--- src/srcr_pkg.sv ---
package srcr_pkg;

    localparam logic [3:0] SRCR_ADDR_SLEEP_DEPTH_BIT_MODE = 4'h0;
    localparam logic [3:0] SRCR_ADDR_RAM_CTRL = 4'h1;
    localparam logic [3:0] SRCR_ADDR_STATUS = 4'h2;

    localparam int SRCR_BIT_TRACE_RST = 7;
    localparam int SRCR_BIT_PIN_FLOAT = 6;
    localparam int SRCR_BIT_DEEP_SEL = 1;
    localparam int SRCR_BIT_RAM_EN = 4;

    localparam logic [7:0] SRCR_SLEEP_DEPTH_BIT_MODE_RST = 8'h00;
    localparam logic [7:0] SRCR_RAM_CTRL_RST = 8'h10;
    localparam logic [7:0] SRCR_SLEEP_DEPTH_BIT_MODE_MASK = 8'hC2;
    localparam logic [7:0] SRCR_RAM_CTRL_MASK = 8'h10;
    localparam logic [7:0] SRCR_UNDEF_DATA = 8'h00;

    localparam int SRCR_RAM_AW = 4;
    localparam int SRCR_PIN_W = 8;

    typedef struct packed {
        logic [3:0] addr;
        logic [7:0] wdata;
        logic wr;
        logic rd;
    } srcr_reg_req_t;

    typedef struct packed {
        logic [SRCR_RAM_AW-1:0] addr;
        logic [7:0] wdata;
        logic wr;
        logic rd;
    } srcr_ram_req_t;

    typedef enum logic [1:0] {
        SRCR_RUN = 2'b01,
        SRCR_STANDBY = 2'b10
    } srcr_state_t;

endpackage : srcr_pkg

--- src/srcr_ram.sv ---
`timescale 1ns/10ps
module srcr_ram
    import srcr_pkg::*;
#(
    parameter int AW = SRCR_RAM_AW
) (
    input wire logic clk_sys, // system clock
    input wire logic rstn, // async reset, low
    input wire logic en, // ram access enable
    input wire logic [AW-1:0] addr, // word index
    input wire logic [7:0] wdata, // write data
    input wire logic wr, // write strobe
    input wire logic rd, // read or fetch strobe
    output logic [7:0] rdata_q // read data, one cycle later
);

    logic [7:0] mem_q [2**AW];
    logic do_wr;
    logic [7:0] rdata_d;

    assign do_wr = wr & en;
    assign rdata_d = en ? mem_q[addr] : SRCR_UNDEF_DATA;

    always_ff @(posedge clk_sys) begin
        if (do_wr) begin
            mem_q[addr] <= wdata;
        end
    end

    always_ff @(posedge clk_sys or negedge rstn) begin
        if (!rstn) begin
            rdata_q <= 8'h00;
        end else if (rd) begin
            rdata_q <= rdata_d;
        end
    end

endmodule : srcr_ram

--- src/srcr_top.sv ---
`timescale 1ns/10ps
module srcr_top
    import srcr_pkg::*;
#(
    parameter int PW = SRCR_PIN_W
) (
    input wire logic clk_sys, // system clock
    input wire logic rstn, // async reset, low
    input wire srcr_reg_req_t reg_req, // register request
    output logic [7:0] reg_rdata_q, // register read data
    input wire logic sleep_exec, // sleep instruction pulse
    input wire logic sleep_depth_bit, // depth bit of first control
    input wire logic standby_wake, // wake event pulse
    input wire srcr_ram_req_t ram_req, // cpu ram request
    output logic [7:0] ram_rdata_q, // cpu ram read data
    input wire logic [PW-1:0] pin_out, // port output values
    input wire logic [PW-1:0] pin_oe, // port output enables
    output logic [PW-1:0] pad_out_q, // pad output values
    output logic [PW-1:0] pad_oe_q, // pad output enables
    output logic trace_unit_rst_n_q, // trace unit reset, low
    output logic standby_q // software standby active
);

    logic [7:0] sleep_depth_bit_mode_q;
    logic [7:0] ram_ctrl_q;
    srcr_state_t state_q;
    srcr_state_t state_d;
    logic wr_sleep_depth_bit;
    logic wr_ram;
    logic [7:0] rd_mux;
    logic enter_standby;
    logic standby_pin_float;
    logic deep_standby_select;
    logic ram_access_enable;
    logic [PW-1:0] pad_out_d;
    logic [PW-1:0] pad_oe_d;

    function automatic logic hit(input srcr_reg_req_t r,
                                 input logic [3:0] a);
        hit = r.addr == a;
    endfunction : hit

    assign wr_sleep_depth_bit = reg_req.wr & hit(reg_req, SRCR_ADDR_SLEEP_DEPTH_BIT_MODE);
    assign wr_ram = reg_req.wr & hit(reg_req, SRCR_ADDR_RAM_CTRL);

    assign standby_pin_float = sleep_depth_bit_mode_q[SRCR_BIT_PIN_FLOAT];
    assign deep_standby_select = sleep_depth_bit_mode_q[SRCR_BIT_DEEP_SEL];
    assign ram_access_enable = ram_ctrl_q[SRCR_BIT_RAM_EN];

    assign rd_mux = hit(reg_req, SRCR_ADDR_SLEEP_DEPTH_BIT_MODE) ? sleep_depth_bit_mode_q :
                    hit(reg_req, SRCR_ADDR_RAM_CTRL) ? ram_ctrl_q :
                    hit(reg_req, SRCR_ADDR_STATUS) ?
                        {7'h00, state_q == SRCR_STANDBY} : 8'h00;

    assign enter_standby = sleep_exec & sleep_depth_bit
                           & deep_standby_select;

    always_comb begin
        state_d = state_q;
        case (state_q)
            SRCR_RUN: begin
                if (enter_standby) begin
                    state_d = SRCR_STANDBY;
                end
            end
            SRCR_STANDBY: begin
                if (standby_wake) begin
                    state_d = SRCR_RUN;
                end
            end
            default: begin
                state_d = SRCR_RUN;
            end
        endcase
    end

    // pads: live outside standby, frozen or floated inside it
    assign pad_out_d = (state_d == SRCR_STANDBY) ? pad_out_q : pin_out;
    assign pad_oe_d = (state_d != SRCR_STANDBY) ? pin_oe :
                      standby_pin_float ? '0 : pad_oe_q;

    always_ff @(posedge clk_sys or negedge rstn) begin
        if (!rstn) begin
            sleep_depth_bit_mode_q <= SRCR_SLEEP_DEPTH_BIT_MODE_RST;
        end else if (wr_sleep_depth_bit) begin
            sleep_depth_bit_mode_q <= reg_req.wdata & SRCR_SLEEP_DEPTH_BIT_MODE_MASK;
        end
    end

    always_ff @(posedge clk_sys or negedge rstn) begin
        if (!rstn) begin
            ram_ctrl_q <= SRCR_RAM_CTRL_RST;
        end else if (wr_ram) begin
            ram_ctrl_q <= reg_req.wdata & SRCR_RAM_CTRL_MASK;
        end
    end

    always_ff @(posedge clk_sys or negedge rstn) begin
        if (!rstn) begin
            state_q <= SRCR_RUN;
            standby_q <= 1'b0;
            reg_rdata_q <= 8'h00;
            trace_unit_rst_n_q <= 1'b0;
            pad_out_q <= '0;
            pad_oe_q <= '0;
        end else begin
            state_q <= state_d;
            standby_q <= state_d == SRCR_STANDBY;
            reg_rdata_q <= reg_req.rd ? rd_mux : 8'h00;
            trace_unit_rst_n_q <= wr_sleep_depth_bit ?
                reg_req.wdata[SRCR_BIT_TRACE_RST] :
                sleep_depth_bit_mode_q[SRCR_BIT_TRACE_RST];
            pad_out_q <= pad_out_d;
            pad_oe_q <= pad_oe_d;
        end
    end

    // no hazard here; ram enable takes effect the next cycle
    srcr_ram #(
        .AW(SRCR_RAM_AW)
    ) u_ram (
        .clk_sys(clk_sys),
        .rstn(rstn),
        .en(ram_access_enable),
        .addr(ram_req.addr),
        .wdata(ram_req.wdata),
        .wr(ram_req.wr),
        .rd(ram_req.rd),
        .rdata_q(ram_rdata_q)
    );

endmodule : srcr_top

--- config.mk ---
export PLATFORM = sky130hd
export DESIGN_NAME = srcr_top
export DESIGN_NICKNAME = d
export VERILOG_FILES = /design/src/srcr_pkg.sv /design/src/srcr_ram.sv /design/src/srcr_top.sv
export SDC_FILE = /design/constraint.sdc
export NUM_CORES = 1
export LEC_CHECK = 0
export BUFFER_PORTS_ARGS = -buffer_cell sky130_fd_sc_hd__buf_2
export CORE_MARGIN = 2
export CORE_UTILIZATION = 37
export CTS_CLUSTER_DIAMETER = 50
export DETAILED_ROUTE_END_ITERATION = 7
export GPL_ROUTABILITY_DRIVEN = 0
export GPL_TIMING_DRIVEN = 0
export PLACE_DENSITY = 0.58
export SETUP_SLACK_MARGIN = 0.15
export SYNTH_ARGS = -nofsm -noshare
export SYNTH_HDL_FRONTEND = slang
export SYNTH_HIERARCHICAL = 1
export SYNTH_SLANG_ARGS = --single-unit
--- constraint.sdc ---
create_clock -name clk_sys -period 2.6 [get_ports clk_sys]
set_input_delay 0.13 -clock clk_sys [delete_from_list [all_inputs] [get_ports clk_sys]]
set_output_delay 0.13 -clock clk_sys [all_outputs]
set_load 0.1 [all_outputs]
# --- Word-level counts from Yosys, hierarchy flattened ---
# Memory sizes are Yosys's and may differ from the RTL's.
# Cells that the tools add are included.
totals:
  ff_bits: 40
  mem_bits_rw: 128
  in_bits: 49
  word_cells: 36
  mem_count: 1
op_classes:
  n_eq_ne: 6
  n_mux: 13
  n_bitwise: 5
  reduce_logical: 2
memory_table:
  columns: ["memory", "depth", "width", "rd", "rd_ports_with_merged_regs", "wr", "line", "source"]
  rows:
  - ["u_ram.mem_q", 16, 8, 1, 0, 1, "srcr_ram.sv:17", "logic [7:0] mem_q [2**AW];"]
ops:
  columns: ["op", "count"]
  rows:
  - ["8-bit two-way mux", 5]
  - ["1-bit bitwise AND", 5]
  - ["5-bit two-way mux", 1]
  - ["2-bit equality test, second input constant", 2]
  - ["4-bit by 1-bit equality test with 1-bit output, second input constant", 1]
  - ["4-bit by 2-bit equality test with 1-bit output, second input constant", 1]
  - ["4-bit logical NOT", 1]
  - ["1-bit two-way mux", 4]
  - ["2-bit two-way mux", 2]
  - ["2-bit case mux with 2 select lines", 1]
  - ["2-bit by 1-bit equality test with 1-bit output, second input constant", 1]
  - ["2-bit != test, second input constant", 1]
  - ["2-bit nonzero test", 1]

# --- Logic depth before layout (Yosys ltp) ---
# Gate-level depths: netlist (run 1).
depth:
  depth_word: 6
  depth_mapped: 7
  ltp_nobuf: 5

# --- By module ---
# The synthesis (run 1) kept the hierarchy.
by_module_without_submodules:
  columns: ["mod", "instances", "cells_each", "area_each_um2", "seq_area_each_um2"]
  rows:
  - ["srcr_ram", 1, 322, 5469.0, 4043.9]
  - ["srcr_top", 1, 89, 1272.5, 728.2]

# --- Worst setup path before layout (run 1) ---
# Ideal clock, no wire load.
synth_timing:
  path_kind: "flip-flop to flip-flop"
  start: "register state_q[0]"
  end: "register pad_out_q[5]"
  t_arrival_ns: 2.027
  required_time_ns: 2.475
  path_slack_ns: 0.447
  stages_incl_launch_ff: 7
  period_less_slack_ns: 2.153
  path_cell_list: "dfstp_2 > inv_1 > ha_1 > o21a_1 > a2111oi_4 > buf_8 > mux2_4"
synth_between:
  elab_chain_len: 3
  elab_cells_between_ends: 6
  classes_between: "eq/ne (3); mux (3)"
synth_lines:
  columns: ["element", "line", "source"]
  rows:
  - ["start: declaration", "srcr_top.sv:26", "srcr_state_t state_q;"]
  - ["start signal: assignment", "srcr_top.sv:107", "state_q <= state_d;"]
  - ["2-bit equality test, or another cell as far along", "srcr_top.sv:60", "case (state_q)"]
  - ["2-bit case mux with 2 select lines *", "srcr_top.sv:60", null]
  - ["2-bit equality test *", "srcr_top.sv:78", "assign pad_out_d = (state_d == SRCR_STANDBY) ? pad_out_q : pin_out;"]
  - ["end signal: assignment", "srcr_top.sv:113", "pad_out_q <= pad_out_d;"]
  - ["end: declaration", "srcr_top.sv:18", "output logic [PW-1:0] pad_out_q,"]
# Every way passes the cells marked *; elsewhere a longest branch is shown, timed or not.
# A chain may end at the register's enable or synchronous reset.

# --- Worst setup path after layout (run 1) ---
layout_timing:
  start: "register ram_ctrl_q[4]"
  end: "memory u_ram.mem_q[2][3] (enable)"
layout_between:
  elab_chain_len: 3
layout_lines:
  columns: ["element", "line", "source"]
  rows:
  - ["start: declaration", "srcr_top.sv:25", "logic [7:0] ram_ctrl_q;"]
  - ["start signal: assignment", "srcr_top.sv:94", "ram_ctrl_q <= reg_req.wdata & SRCR_RAM_CTRL_MASK;"]
  - ["1-bit bitwise AND", "srcr_ram.sv:21", "assign do_wr = wr & en;"]
  - ["1-bit two-way mux", "srcr_ram.sv:25", "if (do_wr) begin"]
  - ["1-bit two-way mux (implied by the code)", "srcr_ram.sv:26", "mem_q[addr] <= wdata;"]
  - ["end: declaration", "srcr_ram.sv:17", null]
# Every way passes these cells.

==> results of run 1 <==
flip-flops by register name, summed over array words and instances (netlist names), 2 cells and up:
name / count
sleep_depth_bit_mode_q: 3
state_q: 2
u_ram/mem_q: 128
reg_rdata_q: 5
pad_out_q: 8
u_ram/rdata_q: 8
pad_oe_q: 8
power breakdown:
| group | internal, mW | switching (mW) |
|---|---|---|
| Clock | 1.50 | 0.994 |
| Combinational | 0.279 | 0.729 |
| Sequential | 2.95 | 0.0681 |
worst max path at each step:
stage | start | cells past startpoint | endpoint
detailed placement | state_q[0] | 5 | pad_oe_q[0]
floorplan | state_q[0] | 6 | pad_out_q[5]
global route | ram_ctrl_q[4] | 4 | u_ram/mem_q[2][3]
global placement | state_q[0] | 6 | pad_oe_q[6]
CTS | state_q[0] | 5 | pad_oe_q[0]
finish | ram_ctrl_q[4] | 4 | u_ram/mem_q[2][3]
critical path, delay by kind of cell, from the launching register on:
kind             cells  cell delay (ns)
DFF                  1             0.63
and+or+nand+nor      4             1.30
metrics by stage:
| step | hold WS (ns) | instance area (um^2) | worst slack (ns) | power [mW] |
|---|---|---|---|---|
| global placement | 0.2770 | 7396 | 0.2349 | 4.031 |
| finish | 0.06209 | 8278 | 0.2784 | 6.521 |
| floorplan | -0.1656 | 6749 | 0.4472 | 3.802 |
| detailed placement | 0.3045 | 7396 | 0.1806 | 4.050 |
| CTS | 0.04864 | 8243 | 0.1666 | 6.574 |
| global route | 0.05656 | 8278 | 0.2173 | 6.766 |
synth_stat cells, types with 3 or more instances:
library cell | number | area share [%]
sky130_fd_sc_hd__a21oi_1 | 9 | 0.67
sky130_fd_sc_hd__a22oi_1 | 16 | 1.8
sky130_fd_sc_hd__a22oi_2 | 8 | 1.5
sky130_fd_sc_hd__and2_1 | 4 | 0.37
sky130_fd_sc_hd__buf_4 | 8 | 0.89
sky130_fd_sc_hd__buf_6 | 7 | 1.2
sky130_fd_sc_hd__buf_8 | 3 | 0.67
sky130_fd_sc_hd__dfrtp_1 | 35 | 13
sky130_fd_sc_hd__edfxtp_1 | 128 | 57
sky130_fd_sc_hd__mux2_2 | 11 | 1.8
sky130_fd_sc_hd__mux2_4 | 9 | 2.0
sky130_fd_sc_hd__mux2i_1 | 64 | 9.5
sky130_fd_sc_hd__nand2_1 | 13 | 0.72
sky130_fd_sc_hd__nand2b_1 | 11 | 1.0
sky130_fd_sc_hd__nand3_1 | 27 | 2.0
sky130_fd_sc_hd__nor2_1 | 15 | 0.84
sky130_fd_sc_hd__nor2b_1 | 11 | 1.0
sky130_fd_sc_hd__nor3_1 | 4 | 0.30
cell families after synthesis:
group,count (synthesis),share of synthesized area [%]
fa+ha+maj,2,0.3711
simple gates,96,7.443
other cells,1,0.05563
buf+inv,24,3.118
flops,165,70.79
mux,84,13.34
compound gates,39,4.881
metal layers:
layer | track usage [%] | share of wire (%) | up-vias | wire [um]
met5 | 0 | 0 | - | 0
met4 | 4.519 | 1.4 | 0 | 201
met3 | 4.765 | 7.3 | 14 | 1071
met2 | 24.32 | 46 | 154 | 6851
met1 | 22.38 | 45 | 1896 | 6634
li1 | - | - | 1809 | -
cells in the final DEF, fill, tap and decap left out, types with 2 or more instances in the layout:
master	instances
sky130_fd_sc_hd__nor2b_1	11
sky130_fd_sc_hd__a22oi_2	8
sky130_fd_sc_hd__a21oi_1	9
sky130_fd_sc_hd__nand2b_1	11
sky130_fd_sc_hd__nand2_1	13
sky130_fd_sc_hd__buf_2	74
sky130_fd_sc_hd__buf_8	3
sky130_fd_sc_hd__buf_6	7
sky130_fd_sc_hd__ha_1	2
sky130_fd_sc_hd__and2_1	4
sky130_fd_sc_hd__nor2_1	15
sky130_fd_sc_hd__conb_1	3
sky130_fd_sc_hd__nor3_1	3
sky130_fd_sc_hd__bufinv_16	3
sky130_fd_sc_hd__dlygate4sd3_1	26
sky130_fd_sc_hd__mux2i_1	64
sky130_fd_sc_hd__nor2_2	2
sky130_fd_sc_hd__nand3_1	27
sky130_fd_sc_hd__clkbuf_16	17
sky130_fd_sc_hd__edfxtp_1	128
sky130_fd_sc_hd__mux2_4	9
sky130_fd_sc_hd__nor3_2	2
sky130_fd_sc_hd__inv_1	2
sky130_fd_sc_hd__nand4_1	2
sky130_fd_sc_hd__clkinv_2	4
sky130_fd_sc_hd__clkinvlp_4	4
sky130_fd_sc_hd__dfstp_2	2
sky130_fd_sc_hd__buf_4	12
sky130_fd_sc_hd__mux2_2	11
sky130_fd_sc_hd__nor4_1	2
sky130_fd_sc_hd__dfrtp_1	35
sky130_fd_sc_hd__a22oi_1	16
final cells by class:
| type | count | share of cell area [%] |
|---|---|---|
| clock inverter | 14 | 1.950 |
| tap | 229 | 3.461 |
| sequential | 165 | 57.65 |
| clock buffer | 17 | 5.139 |
| inverter | 2 | 0.09069 |
| buffer | 22 | 2.449 |
| multi-input combinational | 224 | 21.40 |
| timing repair buffer | 102 | 7.860 |
what timing repair did:
action / 4_1_cts / 5_1_grt
setup buffers: 0 / 4
setup endpoints to repair: 0 / 9
endpoints found under the hold margin: 59 / 0
hold buffers: 26 / 0
==> summary.txt, run 1 <==
========================================================================================================
Result of the run .........................................................................    completed
Final hold violation count ................................................................            0
Resize count post-CTS .....................................................................            0
Count of cells along the worst hold path ..................................................            3
Final Core Density ........................................................................       46.24%
Most common cell type on the critical path ................................................ sky130_fd_sc_hd__nand2_1
Clock tree from TritonCTS .................................................................          yes
Worst clock skew ..........................................................................   0.01482 ns
Startpoint of the lowest-slack hold path ..................................................   reg_req[1]
Placement row count .......................................................................           49
Highest fanout seen on the critical path ..................................................            8
Flip-flop and latch area ..................................................................    4772 um^2
Die Width .................................................................................     139.0 um
Number of enable-type register cells in the synthesized netlist ...........................          128
Slack of the worst reg-to-reg path ........................................................      0.28 ns
Floorplan Core Area .......................................................................   17900 um^2
Async set-reset flop share out of synthesis ...............................................       22.42%
Post-route DRC ............................................................................            0
Startpoint of the worst-slack reg-to-reg timing path ...................................... ram_ctrl_q[4]
Antenna fix cells .........................................................................            0
Yosys synthesis warning count .............................................................            6
Setup crit start kind .....................................................................         flop
Final worst-path cycle share ..............................................................       89.29%
Post-CTS clock slew at the launch and capture registers of the worst setup and hold paths .      0.06 ns
Worst min path class ...................................................................... input port to flop
Worst path slowest cell ................................................................... sky130_fd_sc_hd__nor3_1
IR drop worst, VDD ........................................................................    0.7397 mV
CP arrival ................................................................................      2.35 ns
Max capacitance violation total ...........................................................            0
Start-to-end type of the worst setup path ................................................. flop to flop
Capture endpoint of the worst hold path ................................................... ram_ctrl_q[4]
Most common flop cell mapped by yosys ..................................................... sky130_fd_sc_hd__edfxtp_1
First-pass GRT wire length ................................................................     22850 um
Total overflow reported by the global router ..............................................            0
Die Ht ....................................................................................     139.0 um
Share of layout cells above drive strength 1 ..............................................       29.67%
Post-layout nets ..........................................................................          585
Final number of setup-violating endpoints .................................................            0
Synthesized area per cell .................................................................   16.40 um^2
CP Data Required Time .....................................................................      2.63 ns
Combined area of all synthesized cells ....................................................    6741 um^2
DR pass1 iterations .......................................................................            4
Critical path cell sequence ............................................................... nand2_1, nor2_1, nand2_1, nor3_1
Relative slew slack .......................................................................       11.48%
FF+latch count, synth .....................................................................          165
Number of buffers inserted during clock tree synthesis ....................................           17
Maximum number of pins on one net before global-route repair ..............................           38
Placed wire-length estimate after detailed placement ......................................      9765 um
Area growth syn-to-layout .................................................................       22.79%
Max Root-Sink Buffers .....................................................................            2
Initial standard-cell utilization of the core .............................................       37.66%
Count of boundary I/O pins ................................................................           83
Category of the worst setup path capture point ............................................         flop
Insertion delay of the later-clocked pin in the worst-skew pair ...........................      0.43 ns
Pleak .....................................................................................     3.205 nW
Port-buffer cells .........................................................................           72
Clock root buffer ......................................................................... sky130_fd_sc_hd__clkbuf_16
Slew of the pin with the lowest slew margin ...............................................     1.318 ns
Clk sink count ............................................................................          165
Via count of the first global-routing pass ................................................         3974
Via total after detailed routing ..........................................................         3873
Number of instances in the synthesized netlist ............................................          411
# placed instances ........................................................................          714
Drt via density ...........................................................................        4.997
Maximum achievable frequency ..............................................................   0.4307 GHz
Cell depth of the worst flop-to-flop path .................................................            4
Number of nets with antenna violations after detailed routing .............................            0
Clock H-tree levels .......................................................................            4
Unique cell type count in the Yosys netlist ...............................................           39
Total wire length .........................................................................     14760 um
Fraction of the yosys area taken by sequential cells ......................................       70.79%
Min Tclk post-route .......................................................................     2.322 ns
Die footprint .............................................................................   19320 um^2
Routed length per instance ................................................................     19.04 um
Pwr Density ............................................................................... 787.7 nW/um^2
Largest stage delay on the critical path ..................................................      1.01 ns
Worst reg2reg endpoint .................................................................... u_ram/mem_q[2][3]
Total area of multi-input combinational cells .............................................    1772 um^2
Number of DRC markers after the initial detailed-route iteration ..........................          222
Layout Cells excl Fill ....................................................................          775
Number of slew-limit violations in the final report .......................................            0
Fill count ................................................................................         1557
Antenna violations before repair ..........................................................            0
Global Route Usage Sum ....................................................................       15.97%
Setup repair after global routing missed its margin .......................................           no
Total negative setup slack ................................................................         0 ns
========================================================================================================
No activity file was read; power rests on OpenSTA's default activity.
==> run 2: changes to the inputs <==
==> constraint.sdc (replaced) <==
create_clock -name clk_sys -period 2.6 [get_ports clk_sys]
set_input_delay 0.39 -clock clk_sys [delete_from_list [all_inputs] [get_ports clk_sys]]
set_output_delay 0.39 -clock clk_sys [all_outputs]
set_load 0.1 [all_outputs]
==> run 2 against run 1 <==
  * Clock power barely moved
  * Sequential power barely moved
  * Combinational power barely moved
  * Setup slack improved by 0.047 ns
  * Maximum frequency rose by 2.1%
  * Critical path type unchanged
  * Largest power group unchanged
  * Critical path depth did not move
  * Final cell count fell by 3.4%
  * Global-route usage fell by 0.34 points
  * Wire length fell by 1.9%
==> summary.txt, run 2 (synthesis gave the netlist of run 1 again) <==
========================================================================================================
Result of the run .........................................................................    completed
Via total after detailed routing ..........................................................         3806
Number of buffers inserted during clock tree synthesis ....................................           17
Routed length per instance ................................................................     19.32 um
Initial standard-cell utilization of the core .............................................       37.66%
Total overflow reported by the global router ..............................................            0
First-pass GRT wire length ................................................................     22290 um
CP Data Required Time .....................................................................      2.64 ns
Max capacitance violation total ...........................................................            0
Switching power share of the total ........................................................       27.52%
Worst min path class ...................................................................... input port to async pin
Post-CTS clock slew at the launch and capture registers of the worst setup and hold paths .      0.06 ns
Layout Cells excl Fill ....................................................................          749
Largest register by flop count ............................................................  u_ram/mem_q
Area growth syn-to-layout .................................................................       18.93%
Clk sink count ............................................................................          165
Sequential fraction of design power .......................................................        46.5%
Highest fanout seen on the critical path ..................................................            8
Commonest cells after routing, fill and taps aside ........................................ sky130_fd_sc_hd__edfxtp_1, sky130_fd_sc_hd__buf_2, sky130_fd_sc_hd__mux2i_1
Post-layout nets ..........................................................................          559
Pwr Density ............................................................................... 809.7 nW/um^2
Final number of setup-violating endpoints .................................................            0
Maximum number of pins on one net before global-route repair ..............................           38
Antenna fix cells .........................................................................            0
Die Ht ....................................................................................     139.0 um
Startpoint of the worst-slack reg-to-reg timing path ...................................... ram_ctrl_q[4]
Combinational cell fraction of total power ................................................        15.1%
Number of nets with antenna violations after detailed routing .............................            0
Cell depth of the worst flop-to-flop path .................................................            4
Setup repair after global routing missed its margin .......................................           no
Clock root buffer ......................................................................... sky130_fd_sc_hd__clkbuf_16
Max Root-Sink Buffers .....................................................................            2
Maximum achievable frequency ..............................................................   0.4397 GHz
Slew of the pin with the lowest slew margin ...............................................     1.257 ns
Worst clock skew ..........................................................................  0.009111 ns
Number of DRC markers after the initial detailed-route iteration ..........................          217
Total negative setup slack ................................................................         0 ns
Most common cell after layout, fill and taps aside ........................................ sky130_fd_sc_hd__edfxtp_1
Placement row count .......................................................................           49
Floorplan Core Area .......................................................................   17900 um^2
Total wire length .........................................................................     14470 um
Clock tree from TritonCTS .................................................................          yes
Start-to-end type of the worst setup path ................................................. flop to flop
Resize count post-CTS .....................................................................            0
Switching power summed over all nets ......................................................     1.787 mW
Clock H-tree levels .......................................................................            4
Clock network fraction of total power .....................................................        38.4%
Port-buffer cells .........................................................................           72
Placed wire-length estimate after detailed placement ......................................      9765 um
Flip-flop count of the largest register after layout ......................................          128
DR pass1 iterations .......................................................................            4
Min Tclk post-route .......................................................................     2.274 ns
Total setup buffers inserted after CTS ....................................................            0
# placed instances ........................................................................          714
Setup crit start kind .....................................................................         flop
Final hold violation count ................................................................            0
Cts-stage hold buffer count ...............................................................            0
Post-route DRC ............................................................................            0
IR drop worst, VDD ........................................................................    0.7394 mV
Relative slew slack .......................................................................       15.56%
Worst reg2reg endpoint .................................................................... u_ram/mem_q[2][3]
Share of layout cells above drive strength 1 ..............................................       31.15%
Slack of the worst reg-to-reg path ........................................................      0.33 ns
Final worst-path cycle share ..............................................................       87.47%
Die footprint .............................................................................   19320 um^2
Cell-internal power .......................................................................     4.705 mW
Category of the worst setup path capture point ............................................         flop
Final-layout worst hold slack .............................................................   0.08359 ns
Antenna violations before repair ..........................................................            0
Count of boundary I/O pins ................................................................           83
Global Route Usage Sum ....................................................................       15.63%
Die Width .................................................................................     139.0 um
Drt via density ...........................................................................        5.081
Via count of the first global-routing pass ................................................         3843
Number of slew-limit violations in the final report .......................................            0
Pleak .....................................................................................     3.090 nW
CP arrival ................................................................................      2.31 ns
Startpoint of the worst setup timing path ................................................. ram_ctrl_q[4]
Insertion delay of the later-clocked pin in the worst-skew pair ...........................      0.43 ns
========================================================================================================
==> run 2: changes by cell type in the layout (fill, tap and decap cells not counted) <==
cell and change:
sky130_fd_sc_hd__dlygate4sd3_1 -26
==> run 2: through the flow <==
step | util, % | power [mW] | instance area (um^2) | worst slack (ns)
2_1_floorplan | - | 3.802 | 6749 | 0.4472
3_3_place_gp | 41.31 | 4.031 | 7396 | 0.07374
3_5_place_dp | 41.31 | 4.050 | 7396 | 0.004295
4_1_cts | 44.59 | 6.546 | 7983 | 0.1666
5_1_grt | 44.79 | 6.735 | 8018 | 0.2173
6_report | 44.79 | 6.492 | 8018 | 0.3259
==> run 2: layer usage <==
metal	global-route usage, %	vias to the layer above	part of all wire (%)
li1	-	1757	-
met1	21.99	1882	46
met2	23.44	149	45
met3	4.938	18	7.3
met4	4.519	0	1.6
met5	0	-	0
==> run 2: worst max-delay path by stage <==
stage,depth (start not counted),slack (ns),endpoint
2_1_floorplan,6,0.45,pad_out_q[5]
3_3_place_gp,5,0.07,u_ram/mem_q[1][1]
3_5_place_dp,5,0.004,u_ram/mem_q[1][1]
4_1_cts,5,0.17,pad_oe_q[0]
5_1_grt,4,0.22,u_ram/mem_q[2][3]
6_report,4,0.33,u_ram/mem_q[2][3]
==> run 2: final cells by class <==
class,instances,area [um^2]
fill,1596,9884
inverter,2,7.507
sequential,165,4772
clock buffer,17,425.4
clock inverter,14,161.4
timing repair buffer,76,390.4
buffer,22,202.7
tap,229,286.5
multi-input combinational,224,1772
==> run 2: power by group through the flow <==
stage          clock, mW  sequential [mW]  combinational, mW
2_1_floorplan          0             3.45              0.349
3_3_place_gp           0             3.07              0.961
3_5_place_dp           0             3.08              0.973
4_1_cts             2.55             3.02              0.974
5_1_grt             2.67             3.03               1.04
6_report            2.49             3.02              0.980
==> run 2: worst max-delay path: stages (launching register included) <==
cell,delay [ns]
sky130_fd_sc_hd__dfstp_2,0.63
sky130_fd_sc_hd__nand2_1,0.09
sky130_fd_sc_hd__nor2_1,0.09
sky130_fd_sc_hd__nand2_1,0.11
sky130_fd_sc_hd__nor3_1,0.97
